`config.mk`:
```
export PLATFORM = sky130hd
export DESIGN_NAME = sdw_write_port
export DESIGN_NICKNAME = d
export VERILOG_FILES = /design/src/rtl/sdw_pkg.sv /design/src/rtl/sdw_write_port.sv /design/src/rtl/sdw_sync2.sv /design/src/rtl/sdw_edge_det.sv
export SDC_FILE = /design/constraint.sdc
export NUM_CORES = 1
export LEC_CHECK = 0
export CAP_MARGIN = 5
export CORE_UTILIZATION = 61
export DETAILED_ROUTE_END_ITERATION = 6
export DONT_BUFFER_PORTS = 1
export PLACE_DENSITY = 0.77
export RECOVER_POWER = 50
export SETUP_SLACK_MARGIN = 0.02
export SLEW_MARGIN = 20
export SYNTH_ARGS = -nofsm -noshare
export SYNTH_HDL_FRONTEND = slang
export SYNTH_HIERARCHICAL = 1
export SYNTH_SLANG_ARGS = --single-unit
```
`constraint.sdc`:
```
create_clock -name SYS_CLK -period 2.08 [get_ports SYS_CLK]
set_clock_uncertainty 0.2 [all_clocks]
set_input_delay 0.104 -clock SYS_CLK [delete_from_list [all_inputs] [get_ports SYS_CLK]]
set_output_delay 0.104 -clock SYS_CLK [all_outputs]
set_load 0.03 [all_outputs]
```
`src/rtl/sdw_pkg.sv`:
```
package sdw_pkg;

    localparam int SDW_FRAME_BITS = 24;
    localparam int SDW_CODE_BITS = 16;
    localparam int SDW_CNT_BITS = 5;

    // frame field positions
    localparam int SDW_MODE_HI_POS = 17;
    localparam int SDW_MODE_LO_POS = 16;
    localparam int SDW_CODE_MSB_POS = 15;
    localparam int SDW_CODE_LSB_POS = 0;

    localparam logic [4:0] SDW_LAST_BIT = 5'h17;

    // power-down mode field encodings
    typedef enum logic [1:0] {
        SDW_MODE_NORMAL = 2'h0,
        SDW_MODE_PD_1K = 2'h1,
        SDW_MODE_PD_100K = 2'h2,
        SDW_MODE_PD_HIZ = 2'h3
    } sdw_mode_t;

    localparam logic [15:0] SDW_CODE_RESET = 16'h0000;
    localparam logic [23:0] SDW_SHIFT_RESET = 24'h000000;

    // link timing, host side limits
    localparam real SDW_SYS_PERIOD_NS = 4.0;
    localparam real SDW_SYNC_HIGH_MIN_NS = 33.0;
    localparam int SDW_SYNC_HIGH_MIN_CYC = (SDW_SYNC_HIGH_MIN_NS / SDW_SYS_PERIOD_NS) > 8.0 ? 9 : 1;
    localparam real SDW_SCLK_MAX_MHZ = 30.0;

    // state held for the analog side
    typedef struct packed {
        sdw_mode_t mode;
        logic [15:0] code;
    } sdw_out_t;

    // one decoded link event in the system clock domain
    typedef struct packed {
        logic frame_start;
        logic frame_abort;
        logic clk_fall;
        logic data;
    } sdw_link_ev_t;

endpackage

```
`src/rtl/sdw_write_port.sv`:
```
`timescale 1ns/100ps
// How it works
// - a frame begins on a high-to-low transition of the frame select, or when it is low at reset release.
// - while frame select is low each serial clock falling edge up to the 24th shifts the data bit into a 24-bit register.
// - the 24th falling edge captures the last bit and at once loads the code and the mode.
// - frames go most significant bit first, bits 23-18 ignored, bits 17:16 mode, bits 15:0 code.
// - the code is two's complement and zero means the middle of the reference range.
// - mode 00 is normal, 01 is about 1 kOhm to ground, 10 about 100 kOhm, 11 high impedance.
// - any power-down mode shuts the analog part and switches the output pin to its termination.
// - a power-down frame still loads its bits 15:0 as the held code, and normal mode keeps the last code loaded.
// - after power-up the output sits at midscale until the first complete valid frame executes.
// - frame select rising before the 24th edge aborts the frame and clears the shift register.
// - an aborted frame changes neither the held code nor the mode.
module sdw_write_port
    import sdw_pkg::*;
(
    input wire logic SYS_CLK,
    input wire logic RST_N,
    input wire logic SYNC_N,
    input wire logic SCLK,
    input wire logic DIN,
    output logic [15:0] SAMPLE_CODE,
    output logic [1:0] PWRDN_MODE,
    output logic ANALOG_EN,
    output logic OUT_TERM_1K,
    output logic OUT_TERM_100K,
    output logic OUT_TERM_HIZ,
    output logic UPDATE_STB
);

    typedef enum logic [1:0] {
        SDW_ST_IDLE,
        SDW_ST_SHIFT,
        SDW_ST_DONE
    } sdw_state_t;

    logic [2:0] pins_s;
    sdw_link_ev_t ev;
    sdw_state_t state_r;
    sdw_state_t state_nxt;
    logic [SDW_FRAME_BITS-1:0] shift_r;
    logic [SDW_CNT_BITS-1:0] cnt_r;
    logic [SDW_FRAME_BITS-1:0] frame_full;
    logic exec;
    sdw_out_t held_r;

    // pins arrive from the host's domain, so two stages before any use
    sdw_sync2 #(
        .WIDTH(3),
        .INIT(3'h4)
    ) u_sync (
        .clk(SYS_CLK),
        .rst_n(RST_N),
        .async_in({SYNC_N, SCLK, DIN}),
        .sync_out(pins_s)
    );

    sdw_edge_det u_edge (
        .clk(SYS_CLK),
        .rst_n(RST_N),
        .sync_n_s(pins_s[2]),
        .sclk_s(pins_s[1]),
        .din_s(pins_s[0]),
        .ev(ev)
    );

    // msb first: last bit enters at position 0
    assign frame_full = {shift_r[SDW_FRAME_BITS-2:0], ev.data};
    assign exec = (state_r == SDW_ST_SHIFT) && ev.clk_fall && !ev.frame_abort && (cnt_r == SDW_LAST_BIT);

    always_comb begin
        state_nxt = state_r;
        case (state_r)
            SDW_ST_IDLE: begin
                if (ev.frame_start) begin
                    state_nxt = SDW_ST_SHIFT;
                end
            end
            SDW_ST_SHIFT: begin
                if (ev.frame_abort) begin
                    state_nxt = SDW_ST_IDLE;
                end else if (exec) begin
                    state_nxt = SDW_ST_DONE;
                end
            end
            SDW_ST_DONE: begin
                if (ev.frame_abort) begin
                    state_nxt = SDW_ST_IDLE;
                end
            end
            default: begin
                state_nxt = SDW_ST_IDLE;
            end
        endcase
    end

    always_ff @(posedge SYS_CLK) begin
        if (!RST_N) begin
            state_r <= SDW_ST_IDLE;
        end else begin
            state_r <= state_nxt;
        end
    end

    // a sync low at reset release starts a frame: sync stages and delay reset high, so it reads as a falling edge
    always_ff @(posedge SYS_CLK) begin
        if (!RST_N) begin
            shift_r <= SDW_SHIFT_RESET;
            cnt_r <= '0;
        end else if (ev.frame_start || ev.frame_abort) begin
            shift_r <= SDW_SHIFT_RESET;
            cnt_r <= '0;
        end else if (state_r == SDW_ST_SHIFT && ev.clk_fall) begin
            shift_r <= frame_full;
            cnt_r <= cnt_r + 5'h01;
        end
    end

    always_ff @(posedge SYS_CLK) begin
        if (!RST_N) begin
            held_r.mode <= SDW_MODE_NORMAL;
            held_r.code <= SDW_CODE_RESET;
        end else if (exec) begin
            held_r.mode <= sdw_mode_t'(frame_full[SDW_MODE_HI_POS:SDW_MODE_LO_POS]);
            held_r.code <= frame_full[SDW_CODE_MSB_POS:SDW_CODE_LSB_POS];
        end
    end

    always_ff @(posedge SYS_CLK) begin
        if (!RST_N) begin
            SAMPLE_CODE <= SDW_CODE_RESET;
            PWRDN_MODE <= SDW_MODE_NORMAL;
            UPDATE_STB <= 1'b0;
        end else begin
            SAMPLE_CODE <= held_r.code;
            PWRDN_MODE <= held_r.mode;
            UPDATE_STB <= exec;
        end
    end

    // analog off and termination in power-down
    always_ff @(posedge SYS_CLK) begin
        if (!RST_N) begin
            ANALOG_EN <= 1'b1;
            OUT_TERM_1K <= 1'b0;
            OUT_TERM_100K <= 1'b0;
            OUT_TERM_HIZ <= 1'b0;
        end else begin
            ANALOG_EN <= (held_r.mode == SDW_MODE_NORMAL);
            OUT_TERM_1K <= (held_r.mode == SDW_MODE_PD_1K);
            OUT_TERM_100K <= (held_r.mode == SDW_MODE_PD_100K);
            OUT_TERM_HIZ <= (held_r.mode == SDW_MODE_PD_HIZ);
        end
    end

endmodule

```
`src/rtl/sdw_sync2.sv`:
```
`timescale 1ns/100ps
module sdw_sync2 #(
    parameter int WIDTH = 1,
    parameter logic [WIDTH-1:0] INIT = '0
) (
    input wire logic clk,
    input wire logic rst_n,
    input wire logic [WIDTH-1:0] async_in,
    output logic [WIDTH-1:0] sync_out
);

    logic [WIDTH-1:0] meta_r;

    // first stage feeds only the second stage
    always_ff @(posedge clk) begin
        if (!rst_n) begin
            meta_r <= INIT;
            sync_out <= INIT;
        end else begin
            meta_r <= async_in;
            sync_out <= meta_r;
        end
    end

endmodule

```
`src/rtl/sdw_edge_det.sv`:
```
`timescale 1ns/100ps
module sdw_edge_det
    import sdw_pkg::*;
(
    input wire logic clk,
    input wire logic rst_n,
    input wire logic sync_n_s,
    input wire logic sclk_s,
    input wire logic din_s,
    output sdw_link_ev_t ev
);

    logic sync_n_d_r;
    logic sclk_d_r;

    always_ff @(posedge clk) begin
        if (!rst_n) begin
            sync_n_d_r <= 1'b1;
            sclk_d_r <= 1'b0;
        end else begin
            sync_n_d_r <= sync_n_s;
            sclk_d_r <= sclk_s;
        end
    end

    always_comb begin
        ev.frame_start = sync_n_d_r & ~sync_n_s;
        ev.frame_abort = ~sync_n_d_r & sync_n_s;
        ev.clk_fall = sclk_d_r & ~sclk_s & ~sync_n_s;
        ev.data = din_s;
    end

endmodule

```
==> qor.txt <==
Outcome: completed
Gate Count Post-Synth: 268
CTS buffer count: 9
Synth Area in XOR/XNOR: 0.00340
Crit path time final: 1.81 ns
Initial Util: 0.640
Final Hold Viols: 0
Max-cap violation count: 0
Gp weighted congestion: 0.748
Share of cells above drive strength 1: 0.101
Pre-CTS worst setup slack: 0.290 ns
Leakage Power: 0.982 nW
Pre-antenna DRT Iters: 4
Total clock sinks: 73
Synth Register Bits: 73
H-tree depth: 3
Largest net degree at the start of global routing: 42
Initial antenna violation count: 0
Main flop type after synthesis: dfxtp_1
Num rows: 23
Core area: 4030 um2
DR vias/cell: 5.65
CTS Buffer Depth: 2
Type of the worst min-delay path: in2reg
Clk pin slew, worst setup/hold paths: 0.07 ns
Area Growth Syn to Fin: 11.2%
Number of flops mapped to enable cells by yosys: 0
CTS tree: yes
GRT overflow: 0
Largest area contributor in the netlist: dfxtp_1
DRT Wirelength: 4440 um
Crit path capture type: flop
Synth Area in Simple Gates: 0.225
IO buf count: 0
First-pass GRT wire length: 7470 um
Max-slew violations: 0
Fin crit share: 0.871
DRC: 0
Yosys top cell area share: 0.567
Vias: 1848
Fmax: 552 MHz
Initial DRC count: 172
Top-count cell post-synth: dfxtp_1
Ports: 28
Asr flop ratio synth: 0
Final instance area: 2870 um2
Slew at the pin with the worst max-slew slack: 0.852 ns
Worst skew pair latency: 0.33 ns
Area of the die: 4490 um2
Startpoint types: flop
Ys Warns: 6
Post-Syn Area: 2580 um2
Count of final setup violators: 0
Tot GR Track Use: 0.229
Mux share of post-synthesis cell area: 0
Adder-cell share of the synthesized area: 0.00874
Synth top cells by count: 73 x dfxtp_1, 39 x a21oi_1, 36 x nand2_1
Power density cells: 878 nW/um2
Syn_area_per_cell: 9.62 um2
Layout Nets: 278
Final WS setup: 0.268 ns
RSZ-0062 raised after global routing: false
WP data required: 2.13 ns
Slew Limit Headroom: 0.432
Setup_tns: 0 ns
Worst setup path class: reg2reg
Vias in the first global route: 1605
Max FO, Critical Path: 22
Die W: 67 um
Compound-Gate Fraction of Synth Area: 0.144
DP Area: 2600 um2
Ant diodes: 0
Main combinational cell family by area after synthesis: simple AND/OR/NAND/NOR gates
Seq/Total Area, Yosys: 0.567
Wire per inst: 13.6 um
Final HPWL DP: 2660 um
Post-route ant nets: 0
Yosys cell types: 33
Syn nets: 274
CP arrival: 1.86 ns
Worst vdd ir: 511 uV
Clock root buffer master: clkbuf_8
Synth top area cells: dfxtp_1 57%, a21oi_1 7.6%, and2_1 5.6%
DIE HEIGHT: 67 um
layout by cell type, fill, tap and decap left out, types with 4 or more instances in the layout:
master,n
and2_1,15
clkinv_2,4
dlygate4sd3_1,7
nand2_1,36
a21oi_1,39
dfxtp_1,73
nor2b_1,5
clkbuf_8,10
or3_1,4
nand4_1,18
and2_0,8
o31ai_1,18
buf_4,5
final timing paths:
check,startpoint,endpoint,slack (ns),depth (start not counted)
setup / recovery,u_edge/sync_n_d_r,shift_r[3],0.27,3
hold / removal,RST_N,u_sync/meta_r[2],0.18,2
setup reg to reg,u_edge/sync_n_d_r,shift_r[3],0.27,3
hold reg to reg,u_sync/meta_r[1],u_sync/sync_out[1],0.24,1
sequential cells by signal (all words and copies together) (netlist names):
signal	flops
ANALOG_EN	1
OUT_TERM_100K	1
OUT_TERM_1K	1
OUT_TERM_HIZ	1
PWRDN_MODE	2
SAMPLE_CODE	16
UPDATE_STB	1
cnt_r	5
held_r	18
shift_r	17
state_r	2
u_edge/sclk_d_r	1
u_edge/sync_n_d_r	1
u_sync/meta_r	3
u_sync/sync_out	3
through the flow:
stage / utilization / cells / hold slack [ns] / total power (W)
after floorplan: - / 268 / -0.0230 / 0.00147
after global placement: 0.644 / 303 / -0.0181 / 0.00147
after detailed placement: 0.644 / 303 / -0.0151 / 0.00147
after CTS: 0.713 / 327 / 0.167 / 0.00254
after global routing: 0.711 / 327 / 0.170 / 0.00260
final: 0.711 / 327 / 0.183 / 0.00252
routing by layer:
layer  part of all wire  wire length, um  up-vias  GRT usage
met5                  0                0        -          0
met4              0.024              105        0      0.128
met3              0.035              157       10     0.0616
met2               0.46             2040       47      0.351
met1               0.48             2140      847      0.287
li1                   -                -      944          -
critical path: stages, from the launching register on:
cell     delay, ns
dfxtp_1       0.33
and2b_2       0.26
or3_1         0.69
a21oi_1       0.25
where the power goes:
part,internal (W),switching [W],leakage (nW)
registers,0.00140,0.00000478,0.589
clock network,0.000578,0.000486,0.102
logic,0.0000161,0.0000266,0.291
cells by family after synthesis:
| kind of cell | Yosys count |
|---|---|
| xor+xnor | 1 |
| compound gates | 63 |
| simple gates | 104 |
| flops | 73 |
| buf+inv | 25 |
| fa+ha+maj | 2 |
repair_timing:
| item | in CTS | in global routing |
|---|---|---|
| endpoints found under the setup margin | 0 | 22 |
| buffers inserted | 0 | 0 |
| hold buffers | 8 | 0 |
| endpoints found under the hold margin | 51 | 0 |
| resized for setup | 0 | 1 |
final cells by class:
type                            count  area [um2]
Sequential cell                    73        1460
Fill cell                         325        1160
Multi-Input combinational cell    170         983
Timing Repair Buffer               15         151
Clock buffer                       10         138
Tap cell                           50        62.6
Clock inverter                      6        57.6
Inverter                            3        11.3
Power figures use the tool's default switching activity.
